$ cat config.mk
export PLATFORM = sky130hd
export DESIGN_NAME = frg_guard
export DESIGN_NICKNAME = d
export VERILOG_FILES = /design/src/common/frg_pkg.sv /design/src/hdl/frg_guard.sv /design/src/hdl/frg_id_check.sv
export VERILOG_INCLUDE_DIRS = /design/src /design/src/common
export SDC_FILE = /design/constraint.sdc
export NUM_CORES = 1
export LEC_CHECK = 0
export BUFFER_PORTS_ARGS = -buffer_cell sky130_fd_sc_hd__buf_2
export CORE_UTILIZATION = 35
export DETAILED_ROUTE_END_ITERATION = 10
export PLACE_DENSITY = 0.63
export SYNTH_ARGS = -nofsm -noshare
export SYNTH_HDL_FRONTEND = slang
export SYNTH_SLANG_ARGS = --single-unit
$ cat constraint.sdc
create_clock -name clock_i -period 4.8 [get_ports clock_i]
set_input_delay 0.48 -clock clock_i [delete_from_list [all_inputs] [get_ports clock_i]]
set_output_delay 0.48 -clock clock_i [all_outputs]
set_load 0.05 [all_outputs]
$ cat src/common/frg_cfg.svh
/*
 * Constants of the flash rewrite guard: register offsets, field positions,
 * reset values, mode and command codes, block bounds and ID locations.
 * Assumes a 20-bit flash byte address and 32-bit classic Wishbone data.
 */
// Summary of operation
// - The guard serves CPU rewrite in single-chip mode, serial programmer rewrite in boot mode and parallel programmer rewrite in parallel mode.
// - Flash is programmed or erased only through one of five commands, programming a byte at a time and erasing whole blocks.
// - In CPU rewrite mode program blocks 0 and 1 may be rewritten only while the global block rewrite enable is 1.
// - Program block 0 takes a rewrite only while its lock bit in the second control register is 0.
// - Program block 1 takes a rewrite only while its own lock bit in the second control register is 0.
// - CPU rewrite runs either with the routine in RAM or with the routine in flash itself.
// - The boot area holding the serial rewrite program overlays the user area addresses as separate storage chosen by mode.
// - The user area also holds two 1 Kbyte data blocks besides the program blocks.
// - The ID check works only in serial mode, while parallel mode uses a code protect against reads and rewrites.
// - In serial mode, unless the flash is blank, the received ID codes are compared with the stored ones.
// - After an ID mismatch no programmer command is acknowledged.
// - Seven ID bytes sit at fixed locations from 00FFDFh to 00FFFBh and the user image must place them there.
// - Code protect is active when the option byte has its protect bit at 0 and its qualify bit at 1.
// - Under code protect parallel mode cannot rewrite, and only erasing the option byte block by CPU or serial mode lifts it.
`ifndef FRG_CFG_SVH
`define FRG_CFG_SVH

`define FRG_REG_CTRL_A 8'h00
`define FRG_REG_CTRL_B 8'h04
`define FRG_REG_ADDR 8'h08
`define FRG_REG_CMD 8'h0c
`define FRG_REG_STAT 8'h10

`define FRG_A_RAM_EXEC 0
`define FRG_A_FLASH_EXEC 1
`define FRG_A_PROG_EN 2
`define FRG_B_LOCK0 0
`define FRG_B_LOCK1 1
`define FRG_CTRL_A_RST 3'h0
`define FRG_CTRL_B_RST 2'h3

`define FRG_S_BUSY 0
`define FRG_S_REFUSED 1
`define FRG_S_ID_OK 2
`define FRG_S_PROTECT 3
`define FRG_S_MODE_LO 4

`define FRG_MODE_SINGLE 2'h0
`define FRG_MODE_BOOT 2'h1
`define FRG_MODE_PARALLEL 2'h2

`define FRG_CMD_READ 3'h0
`define FRG_CMD_STATUS 3'h1
`define FRG_CMD_CLEAR 3'h2
`define FRG_CMD_PROG 3'h3
`define FRG_CMD_ERASE 3'h4

`define FRG_OP_READ 2'h0
`define FRG_OP_PROG 2'h1
`define FRG_OP_ERASE 2'h2

`define FRG_BLK0_LO 20'h0c000
`define FRG_BLK0_HI 20'h0ffff
`define FRG_BLK1_LO 20'h08000
`define FRG_BLK1_HI 20'h0bfff
`define FRG_BLKA_LO 20'h02400
`define FRG_BLKA_HI 20'h027ff
`define FRG_BLKB_LO 20'h02800
`define FRG_BLKB_HI 20'h02bff

`define FRG_ID0_ADDR 20'h0ffdf
`define FRG_ID1_ADDR 20'h0ffe3
`define FRG_ID2_ADDR 20'h0ffeb
`define FRG_ID3_ADDR 20'h0ffef
`define FRG_ID4_ADDR 20'h0fff3
`define FRG_ID5_ADDR 20'h0fff7
`define FRG_ID6_ADDR 20'h0fffb
`define FRG_OPT_ADDR 20'h0ffff
`define FRG_ID_COUNT 7
`define FRG_OPT_PROT_BIT 3
`define FRG_OPT_QUAL_BIT 2
`define FRG_ERASED_BYTE 8'hff

`endif

$ cat src/common/frg_pkg.sv
/*
 * Types shared by the flash rewrite guard modules.
 * Assumes frg_cfg.svh supplies the numeric constants.
 */
package frg_pkg;

  typedef enum logic [2:0] {
    FRG_ST_IDLE,
    FRG_ST_SAMPLE,
    FRG_ST_READY,
    FRG_ST_BUSY,
    FRG_ST_HOLD
  } frg_state_type;

  typedef enum logic [2:0] {
    FRG_BLK_0,
    FRG_BLK_1,
    FRG_BLK_A,
    FRG_BLK_B,
    FRG_BLK_NONE
  } frg_block_type;

endpackage

$ cat src/hdl/frg_guard.sv
/*
 * Flash rewrite guard: command sequencer in front of the flash array with
 * block enable and lock gating, serial ID check and parallel code protect.
 * Assumes mode_i is stable while operating and the flash array answers
 * every request with one fl_done_i pulse.
 */
`timescale 1ns/1ps
`include "frg_cfg.svh"

module frg_guard (
  input wire logic clock_i, // 200 MHz system clock
  input wire logic rst_b_i, // async reset, active low
  input wire logic wb_cyc_i, // wishbone cycle
  input wire logic wb_stb_i, // wishbone strobe
  input wire logic wb_we_i, // wishbone write
  input wire logic [7:0] wb_adr_i, // wishbone byte address
  input wire logic [3:0] wb_sel_i, // wishbone byte lanes
  input wire logic [31:0] wb_dat_i, // wishbone write data
  output logic [31:0] wb_dat_o, // wishbone read data
  output logic wb_ack_o, // wishbone acknowledge
  input wire logic [1:0] mode_i, // operating mode pins
  input wire logic pgm_valid_i, // programmer command request
  input wire logic [2:0] pgm_cmd_i, // programmer command code
  input wire logic [19:0] pgm_addr_i, // programmer flash address
  input wire logic [7:0] pgm_data_i, // programmer write byte
  input wire logic pgm_id_we_i, // programmer ID byte strobe
  input wire logic [2:0] pgm_id_idx_i, // programmer ID byte index
  output logic pgm_ack_o, // command done pulse
  output logic pgm_nak_o, // command refused pulse
  output logic [7:0] pgm_rdata_o, // read or status byte
  output logic fl_req_o, // flash operation request
  output logic [1:0] fl_op_o, // flash operation code
  output logic [19:0] fl_addr_o, // flash byte address
  output logic [7:0] fl_wdata_o, // flash program byte
  input wire logic [7:0] fl_rdata_i, // flash read byte
  input wire logic fl_done_i, // flash operation done
  output logic fl_boot_area_o, // fetch from boot area
  output logic cpu_stall_o // hold cpu fetch from flash
);

  frg_pkg::frg_state_type state;
  logic [1:0] mode_q;
  logic [2:0] ctrl_a;
  logic [1:0] ctrl_b;
  logic [19:0] addr_reg;
  logic [7:0] rd_data;
  logic [7:0] opt_byte;
  logic [2:0] samp_idx;
  logic refused;
  logic op_from_pgm;
  logic id_ok;

  logic wb_req;
  logic cpu_cmd;
  logic pgm_take;
  logic [2:0] cmd;
  logic [19:0] cmd_addr;
  logic [7:0] cmd_data;
  logic cmd_take;
  logic cmd_ok;
  logic cmd_flash;
  logic set_refuse;
  logic clr_refuse;
  logic protect;
  logic [7:0] status;
  frg_pkg::frg_block_type cmd_blk;

  function automatic frg_pkg::frg_block_type blk_of(input logic [19:0] a);
    if (a >= `FRG_BLK0_LO && a <= `FRG_BLK0_HI) begin
      blk_of = frg_pkg::FRG_BLK_0;
    end else if (a >= `FRG_BLK1_LO && a <= `FRG_BLK1_HI) begin
      blk_of = frg_pkg::FRG_BLK_1;
    end else if (a >= `FRG_BLKA_LO && a <= `FRG_BLKA_HI) begin
      blk_of = frg_pkg::FRG_BLK_A;
    end else if (a >= `FRG_BLKB_LO && a <= `FRG_BLKB_HI) begin
      blk_of = frg_pkg::FRG_BLK_B;
    end else begin
      blk_of = frg_pkg::FRG_BLK_NONE;
    end
  endfunction

  function automatic logic [19:0] samp_addr(input logic [2:0] i);
    case (i)
      3'h0: samp_addr = `FRG_ID0_ADDR;
      3'h1: samp_addr = `FRG_ID1_ADDR;
      3'h2: samp_addr = `FRG_ID2_ADDR;
      3'h3: samp_addr = `FRG_ID3_ADDR;
      3'h4: samp_addr = `FRG_ID4_ADDR;
      3'h5: samp_addr = `FRG_ID5_ADDR;
      3'h6: samp_addr = `FRG_ID6_ADDR;
      default: samp_addr = `FRG_OPT_ADDR;
    endcase
  endfunction

  assign protect = !opt_byte[`FRG_OPT_PROT_BIT] && opt_byte[`FRG_OPT_QUAL_BIT];

  assign wb_req = wb_cyc_i && wb_stb_i && !wb_ack_o;
  assign cpu_cmd = wb_req && wb_we_i && wb_sel_i[0] && wb_adr_i == `FRG_REG_CMD;

  assign pgm_take = (state == frg_pkg::FRG_ST_READY) && pgm_valid_i
    && (mode_q != `FRG_MODE_SINGLE) && !cpu_cmd;

  always_comb begin
    if (pgm_take) begin
      cmd = pgm_cmd_i;
      cmd_addr = pgm_addr_i;
      cmd_data = pgm_data_i;
    end else begin
      cmd = wb_dat_i[10:8];
      cmd_addr = addr_reg;
      cmd_data = wb_dat_i[7:0];
    end
  end

  assign cmd_blk = blk_of(cmd_addr);

  assign cmd_take = (state == frg_pkg::FRG_ST_READY)
    && ((cpu_cmd && mode_q == `FRG_MODE_SINGLE)
      || (pgm_take && (mode_q != `FRG_MODE_BOOT || id_ok)));

  assign cmd_flash = cmd == `FRG_CMD_READ || cmd == `FRG_CMD_PROG
    || cmd == `FRG_CMD_ERASE;

  always_comb begin
    cmd_ok = 1'b1;
    if (cmd > `FRG_CMD_ERASE) begin
      cmd_ok = 1'b0;
    end else if (cmd_flash && cmd_blk == frg_pkg::FRG_BLK_NONE) begin
      cmd_ok = 1'b0;
    end else if (mode_q == `FRG_MODE_PARALLEL) begin
      if (cmd_flash && protect) begin
        cmd_ok = 1'b0;
      end
    end else if (mode_q == `FRG_MODE_SINGLE
      && (cmd == `FRG_CMD_PROG || cmd == `FRG_CMD_ERASE)) begin
      // a cpu rewrite sub-mode must be selected
      if (!ctrl_a[`FRG_A_RAM_EXEC] && !ctrl_a[`FRG_A_FLASH_EXEC]) begin
        cmd_ok = 1'b0;
      end
      if ((cmd_blk == frg_pkg::FRG_BLK_0 || cmd_blk == frg_pkg::FRG_BLK_1)
        && !ctrl_a[`FRG_A_PROG_EN]) begin
        cmd_ok = 1'b0;
      end
      if (cmd_blk == frg_pkg::FRG_BLK_0 && ctrl_b[`FRG_B_LOCK0]) begin
        cmd_ok = 1'b0;
      end
      if (cmd_blk == frg_pkg::FRG_BLK_1 && ctrl_b[`FRG_B_LOCK1]) begin
        cmd_ok = 1'b0;
      end
    end
  end

  // busy cpu command writes and forbidden commands mark the refusal flag
  assign set_refuse = (cpu_cmd && !cmd_take) || (cmd_take && !cmd_ok);
  assign clr_refuse = cmd_take && cmd_ok && cmd == `FRG_CMD_CLEAR;

  assign status = {2'b00, mode_q, protect, id_ok, refused,
    state == frg_pkg::FRG_ST_BUSY};

  frg_id_check u_id (
    .clock_i(clock_i),
    .rst_b_i(rst_b_i),
    .clear_i(state == frg_pkg::FRG_ST_IDLE),
    .st_we_i(state == frg_pkg::FRG_ST_SAMPLE && fl_done_i && samp_idx != 3'h7),
    .st_idx_i(samp_idx),
    .st_byte_i(fl_rdata_i),
    .rx_we_i(pgm_id_we_i && mode_q == `FRG_MODE_BOOT),
    .rx_idx_i(pgm_id_idx_i),
    .rx_byte_i(pgm_data_i),
    .id_ok_o(id_ok)
  );

  // sequencer: one flash operation at a time
  always_ff @(posedge clock_i or negedge rst_b_i) begin
    if (!rst_b_i) begin
      state <= frg_pkg::FRG_ST_IDLE;
      mode_q <= `FRG_MODE_SINGLE;
      samp_idx <= 3'h0;
      op_from_pgm <= 1'b0;
      fl_req_o <= 1'b0;
      fl_op_o <= `FRG_OP_READ;
      fl_addr_o <= 20'h00000;
      fl_wdata_o <= 8'h00;
    end else begin
      case (state)
        frg_pkg::FRG_ST_IDLE: begin
          mode_q <= mode_i;
          samp_idx <= 3'h0;
          state <= frg_pkg::FRG_ST_SAMPLE;
        end
        frg_pkg::FRG_ST_SAMPLE: begin
          if (!fl_req_o) begin
            fl_req_o <= 1'b1;
            fl_op_o <= `FRG_OP_READ;
            fl_addr_o <= samp_addr(samp_idx);
          end else if (fl_done_i) begin
            fl_req_o <= 1'b0;
            samp_idx <= samp_idx + 3'h1;
            if (samp_idx == 3'h7) begin
              state <= frg_pkg::FRG_ST_READY;
            end
          end
        end
        frg_pkg::FRG_ST_READY: begin
          if (mode_i != mode_q) begin
            state <= frg_pkg::FRG_ST_IDLE;
          end else if (cmd_take) begin
            op_from_pgm <= pgm_take;
            if (cmd_ok && cmd_flash) begin
              fl_req_o <= 1'b1;
              fl_addr_o <= cmd_addr;
              fl_wdata_o <= cmd_data;
              if (cmd == `FRG_CMD_PROG) begin
                fl_op_o <= `FRG_OP_PROG;
              end else if (cmd == `FRG_CMD_ERASE) begin
                fl_op_o <= `FRG_OP_ERASE;
              end else begin
                fl_op_o <= `FRG_OP_READ;
              end
              state <= frg_pkg::FRG_ST_BUSY;
            end else if (pgm_take) begin
              state <= frg_pkg::FRG_ST_HOLD;
            end
          end
        end
        frg_pkg::FRG_ST_BUSY: begin
          if (fl_done_i) begin
            fl_req_o <= 1'b0;
            state <= op_from_pgm ? frg_pkg::FRG_ST_HOLD : frg_pkg::FRG_ST_READY;
          end
        end
        frg_pkg::FRG_ST_HOLD: begin
          // wait for the programmer to drop its request so it is not retaken
          if (!pgm_valid_i) begin
            state <= frg_pkg::FRG_ST_READY;
          end
        end
        default: begin
          state <= frg_pkg::FRG_ST_IDLE;
        end
      endcase
    end
  end

  // option byte copy, lifted by an erase of its block
  always_ff @(posedge clock_i or negedge rst_b_i) begin
    if (!rst_b_i) begin
      opt_byte <= `FRG_ERASED_BYTE;
    end else if (state == frg_pkg::FRG_ST_SAMPLE && fl_done_i && samp_idx == 3'h7) begin
      opt_byte <= fl_rdata_i;
    end else if (state == frg_pkg::FRG_ST_BUSY && fl_done_i && fl_op_o == `FRG_OP_ERASE
      && blk_of(fl_addr_o) == frg_pkg::FRG_BLK_0) begin
      opt_byte <= `FRG_ERASED_BYTE;
    end
  end

  always_ff @(posedge clock_i or negedge rst_b_i) begin
    if (!rst_b_i) begin
      rd_data <= 8'h00;
    end else if (state == frg_pkg::FRG_ST_BUSY && fl_done_i && fl_op_o == `FRG_OP_READ) begin
      rd_data <= fl_rdata_i;
    end else if (cmd_take && cmd_ok && cmd == `FRG_CMD_STATUS) begin
      rd_data <= status;
    end
  end

  // sticky refusal flag; a new refusal wins over a clear
  always_ff @(posedge clock_i or negedge rst_b_i) begin
    if (!rst_b_i) begin
      refused <= 1'b0;
    end else if (set_refuse) begin
      refused <= 1'b1;
    end else if (clr_refuse) begin
      refused <= 1'b0;
    end
  end

  // programmer answers
  always_ff @(posedge clock_i or negedge rst_b_i) begin
    if (!rst_b_i) begin
      pgm_ack_o <= 1'b0;
      pgm_nak_o <= 1'b0;
      pgm_rdata_o <= 8'h00;
    end else begin
      pgm_ack_o <= 1'b0;
      pgm_nak_o <= 1'b0;
      if (pgm_take && cmd_take && !cmd_ok) begin
        pgm_nak_o <= 1'b1;
      end else if (pgm_take && cmd_take && !cmd_flash) begin
        pgm_ack_o <= 1'b1;
        pgm_rdata_o <= status;
      end else if (state == frg_pkg::FRG_ST_BUSY && fl_done_i && op_from_pgm) begin
        pgm_ack_o <= 1'b1;
        pgm_rdata_o <= fl_rdata_i;
      end
    end
  end

  // wishbone slave: one wait state, unmapped reads zero
  always_ff @(posedge clock_i or negedge rst_b_i) begin
    if (!rst_b_i) begin
      wb_ack_o <= 1'b0;
      wb_dat_o <= 32'h00000000;
    end else begin
      wb_ack_o <= wb_req;
      wb_dat_o <= 32'h00000000;
      if (wb_req && !wb_we_i) begin
        case (wb_adr_i)
          `FRG_REG_CTRL_A: wb_dat_o <= {29'h0, ctrl_a};
          `FRG_REG_CTRL_B: wb_dat_o <= {30'h0, ctrl_b};
          `FRG_REG_ADDR: wb_dat_o <= {12'h0, addr_reg};
          `FRG_REG_CMD: wb_dat_o <= {24'h0, rd_data};
          `FRG_REG_STAT: wb_dat_o <= {24'h0, status};
          default: wb_dat_o <= 32'h00000000;
        endcase
      end
    end
  end

  always_ff @(posedge clock_i or negedge rst_b_i) begin
    if (!rst_b_i) begin
      ctrl_a <= `FRG_CTRL_A_RST;
      ctrl_b <= `FRG_CTRL_B_RST;
      addr_reg <= 20'h00000;
    end else if (wb_req && wb_we_i) begin
      if (wb_adr_i == `FRG_REG_CTRL_A && wb_sel_i[0]) begin
        ctrl_a <= wb_dat_i[2:0];
      end
      if (wb_adr_i == `FRG_REG_CTRL_B && wb_sel_i[0]) begin
        ctrl_b <= wb_dat_i[1:0];
      end
      if (wb_adr_i == `FRG_REG_ADDR) begin
        if (wb_sel_i[0]) addr_reg[7:0] <= wb_dat_i[7:0];
        if (wb_sel_i[1]) addr_reg[15:8] <= wb_dat_i[15:8];
        if (wb_sel_i[2]) addr_reg[19:16] <= wb_dat_i[19:16];
      end
    end
  end

  always_ff @(posedge clock_i or negedge rst_b_i) begin
    if (!rst_b_i) begin
      fl_boot_area_o <= 1'b0;
      cpu_stall_o <= 1'b0;
    end else begin
      fl_boot_area_o <= (mode_q == `FRG_MODE_BOOT);
      // flash-resident routine waits while flash is busy
      cpu_stall_o <= ctrl_a[`FRG_A_FLASH_EXEC] && mode_q == `FRG_MODE_SINGLE
        && (fl_req_o || cmd_take && cmd_ok && cmd_flash);
    end
  end

endmodule

$ cat src/hdl/frg_id_check.sv
/*
 * ID code comparison: holds the seven stored ID bytes and one match flag
 * per byte. Assumes stored bytes are loaded before any received byte counts.
 */
`timescale 1ns/1ps
`include "frg_cfg.svh"

module frg_id_check (
  input wire logic clock_i, // system clock
  input wire logic rst_b_i, // async reset, active low
  input wire logic clear_i, // new sampling starts
  input wire logic st_we_i, // stored byte strobe
  input wire logic [2:0] st_idx_i, // stored byte index
  input wire logic [7:0] st_byte_i, // stored byte value
  input wire logic rx_we_i, // received byte strobe
  input wire logic [2:0] rx_idx_i, // received byte index
  input wire logic [7:0] rx_byte_i, // received byte value
  output logic id_ok_o // blank flash or all bytes match
);

  logic [7:0] stored [`FRG_ID_COUNT];
  logic [`FRG_ID_COUNT-1:0] match;
  logic [`FRG_ID_COUNT-1:0] blank;

  genvar g;
  generate
    for (g = 0; g < `FRG_ID_COUNT; g++) begin : g_id
      always_ff @(posedge clock_i or negedge rst_b_i) begin
        if (!rst_b_i) begin
          stored[g] <= `FRG_ERASED_BYTE;
        end else if (st_we_i && st_idx_i == 3'(g)) begin
          stored[g] <= st_byte_i;
        end
      end

      always_ff @(posedge clock_i or negedge rst_b_i) begin
        if (!rst_b_i) begin
          match[g] <= 1'b0;
        end else if (clear_i) begin
          match[g] <= 1'b0;
        end else if (rx_we_i && rx_idx_i == 3'(g)) begin
          match[g] <= (rx_byte_i == stored[g]);
        end
      end

      assign blank[g] = (stored[g] == `FRG_ERASED_BYTE);
    end
  endgenerate

  always_ff @(posedge clock_i or negedge rst_b_i) begin
    if (!rst_b_i) begin
      id_ok_o <= 1'b0;
    end else begin
      id_ok_o <= (&blank) | (&match);
    end
  end

endmodule

==> run summary <==
- 35.7% — initial core utilization
- dfrtp_1 — Synth Flop Type
- 0.856 — routability cong.
- false — setup repair after global routing missed its margin
- 57 — number of rows in the core area
- 5 — number of iterations in the first detailed-routing pass
- 146 — count of buffers from port buffering
- built — clock tree from TritonCTS
- 4.49 nW — Leak
- 17 — number of buffers inserted during clock tree synthesis
- 50.7% — fraction of the yosys area taken by sequential cells
- 0.56 ns — delay of the slowest cell on the worst path
- 0.0102 sq mm — final cell area excluding filler cells
- 32.6% — share of Yosys cell area claimed by the top area cell type
- 18.0% — P&R area growth vs syn
- 0 — final routed DRC violation total
- 19.5% — GRT Util Overall
- 6570 — detailed-route via count
- 0 — Resized Gates After CTS
- input port — CP Launch Type
- buf_2 (145), dfrtp_1 (113), nand2_1 (92) — most frequent cells in the layout
- 0.00967 sq mm — instance area after placement
- 10.7 sq um — synthesized area per cell
- 5.12 ns — required time of the critical path
- 60 — number of distinct standard cells referenced by the synthesized netlist
- or4_4 — slowest CP cell
- buf_4 — cell with the most instances on the worst path
- multiplexers — Top delay family on crit path
- 0 — number of maximum-capacitance constraint violations
- 1040 — Post-layout nets
- 0.00868 sq mm — area of the mapped netlist
- 561 — DRT iter0 DRCs
- 100% — asr flop ratio synth
- 0 — grt ovf
- 24000 um — drt total wl
- 159 um — die extent in y
- buf_2, or4_4, nor4_4, buf_4, a21o_1, buf_4, mux2i_1, mux2i_1, o31a_1, buf_4, mux2_2 — cell-by-cell listing of the critical path
- 173 — flops & latches, synth
- u_id.stored — register with the most flip-flops
- 0.250 mV — largest vdd supply drop
- 4 — H-tree depth reported by CTS
- buf_2 — most common cell after layout, fill and taps aside
- 0.00440 sq mm — area occupied by registers
- 105 — largest net degree at the start of global routing
- 808 — count of mapped cells out of synthesis
- 6508 — via count of the first global-routing pass
- 0.00400 sq mm — multi-input gate area in the final layout
- 0 — antenna violations before repair
- completed — run status
- 0.06 ns — Clk pin slew, worst setup/hold paths
- 0 — final setup violating endpoints
- 528 mW/mm^2 — Cell Pwr Density
- register — crit path capture type
- 0 — warnings from Yosys
- dfrtp_1 (33%), dfstp_2 (18%), mux2_2 (11%), xnor2_1 (5.7%), nand2_1 (4.0%) — main area contributors after synthesis
- 159 um — die width
- 0 ns — final sum of negative setup slack
- 18.9 um — Wirelength per Cell
- 2372 — FILL cells
- 4 — critical path buffer and inverter count
- 3.42 ns — Tmin final
- 0.44 ns — Worst-Skew Late Latency
- 3.74 ns — arrival time at the worst endpoint
- 8.02% — Worst slew margin
- 1.37 ns — slew at the pin closest to its max-slew limit
- 56 — number of flip-flops under the largest register name
- 0 — number of antenna cells inserted
- 0.0117 ns — worst clock skew
- 0 — number of max-slew violations in the final report
- 25 — top fanout value on the critical path
- 292 MHz — Highest Clock Rate
- 173 — sinks on the clock net
- 0.0254 sq mm — DIE AREA
- 0 — final hold viol count
- 36.5% — share of final-layout standard cells stronger than drive strength 1
- 0 — Post-CTS Repair Setup Buffers
- clkbuf_16 — Clk Tree Root Cell
- dfrtp_1 — area leader, netlist
- 0 — number of hold buffers added after CTS
- 37700 um — first-pass GRT wire length
- 0 — final antenna-violating net count
- 0 — EDFF count, synth
- 5.15 — number of vias per cell
- 172 — ports placed on the boundary
- 71.3% — period utilisation layout
- 17600 um — placed wire-length estimate after detailed placement
- 2 — maximum buffer depth of the clock tree
- input port to register — crit path kind
- 0.0243 sq mm — core region area
- input port to asynchronous set/reset pin — Tightest Hold Check Type
[where the power goes]
part           total [mW]  leakage (nW)  switching [mW]  internal (mW)
clock network        1.34         0.276           0.617          0.720
logic                1.78          2.12            1.07          0.710
registers            2.30          2.10           0.341           1.96
total                5.41          4.49            2.02           3.39
[cells in the mapped netlist, types with 4 or more instances]
| master | instances |
|---|---|
| a21o_1 | 4 |
| a21oi_1 | 20 |
| a222oi_1 | 5 |
| a31oi_1 | 12 |
| and2_1 | 20 |
| buf_1 | 5 |
| buf_2 | 5 |
| buf_4 | 12 |
| clkbuf_1 | 32 |
| dfrtp_1 | 113 |
| dfstp_2 | 60 |
| ha_1 | 6 |
| inv_1 | 12 |
| mux2_2 | 82 |
| mux2_4 | 7 |
| mux2i_1 | 20 |
| nand2_1 | 92 |
| nand2b_1 | 6 |
| nand3_1 | 24 |
| nand3b_1 | 6 |
| nand4_1 | 32 |
| nor2_1 | 47 |
| nor2b_1 | 5 |
| nor3_1 | 14 |
| nor4_1 | 6 |
| o21ai_0 | 42 |
| o31ai_1 | 4 |
| or4_1 | 7 |
| xnor2_1 | 56 |
| xor2_1 | 4 |
[logic make-up after synthesis]
group / share of synthesized area (%)
XOR/XNOR: 6.05
flip-flops: 50.7
buffers and inverters: 3.83
other: 0.0432
AO/OA/AOI/OAI: 8.33
adder cells (fa/ha/maj): 0.865
AND/OR/NAND/NOR: 16.0
multiplexers: 14.2
[layout make-up]
type	instances	share of cell area [%]
Clock inverter	12	0.990
Clock buffer	20	4.57
Tap cell	324	3.96
Inverter	12	0.440
Timing Repair Buffer	157	8.00
Multi-Input combinational cell	577	39.0
Sequential cell	173	43.0
[stage by stage]
step | utilization [%] | cells | total power [mW] | worst slack, ns | hold slack (ns)
6_report | 42.1 | 1275 | 5.41 | 1.38 | 0.143
5_1_grt | 42.1 | 1275 | 5.71 | 1.13 | 0.218
4_1_cts | 42.1 | 1275 | 5.45 | 1.38 | 0.195
3_5_place_dp | 39.8 | 1243 | 4.10 | 0.907 | 0.465
3_3_place_gp | 39.8 | 1243 | 4.06 | 1.01 | 0.460
2_1_floorplan | - | 819 | 3.61 | 1.75 | 0.184
[final timing paths]
check / start / slack [ns] / endpoint / depth (start not counted)
setup / recovery: wb_adr_i[0] / 1.38 / fl_addr_o[6] / 11
hold reg to reg: fl_addr_o[2] / 0.47 / fl_addr_o[2] / 1
min in group clock_i: wb_dat_i[11] / 0.29 / addr_reg[11] / 2
setup reg to reg: wb_ack_o / 1.44 / fl_addr_o[6] / 9
hold / removal: rst_b_i / 0.14 / wb_ack_o / 1
max in group asynchronous: rst_b_i / 3.56 / fl_op_o[1] / 2
[metal layers]
metal,part of all wire (%),track usage (%),wire length (um),up-vias
met5,0,0,0,-
met4,1.8,6.16,437,0
met3,5.1,4.01,1230,25
met2,47,31.7,11400,231
met1,46,26.0,11000,3233
li1,-,-,-,3081
[worst reg2reg max path: cells and delay by family, from the launching register on]
family	cells	cell delay, ns
buf+inv	2	0.55
flops	1	0.37
mux	3	1.22
compound gates	2	0.40
simple gates	2	0.71
Note: power is estimated with default switching activity, not from simulation.
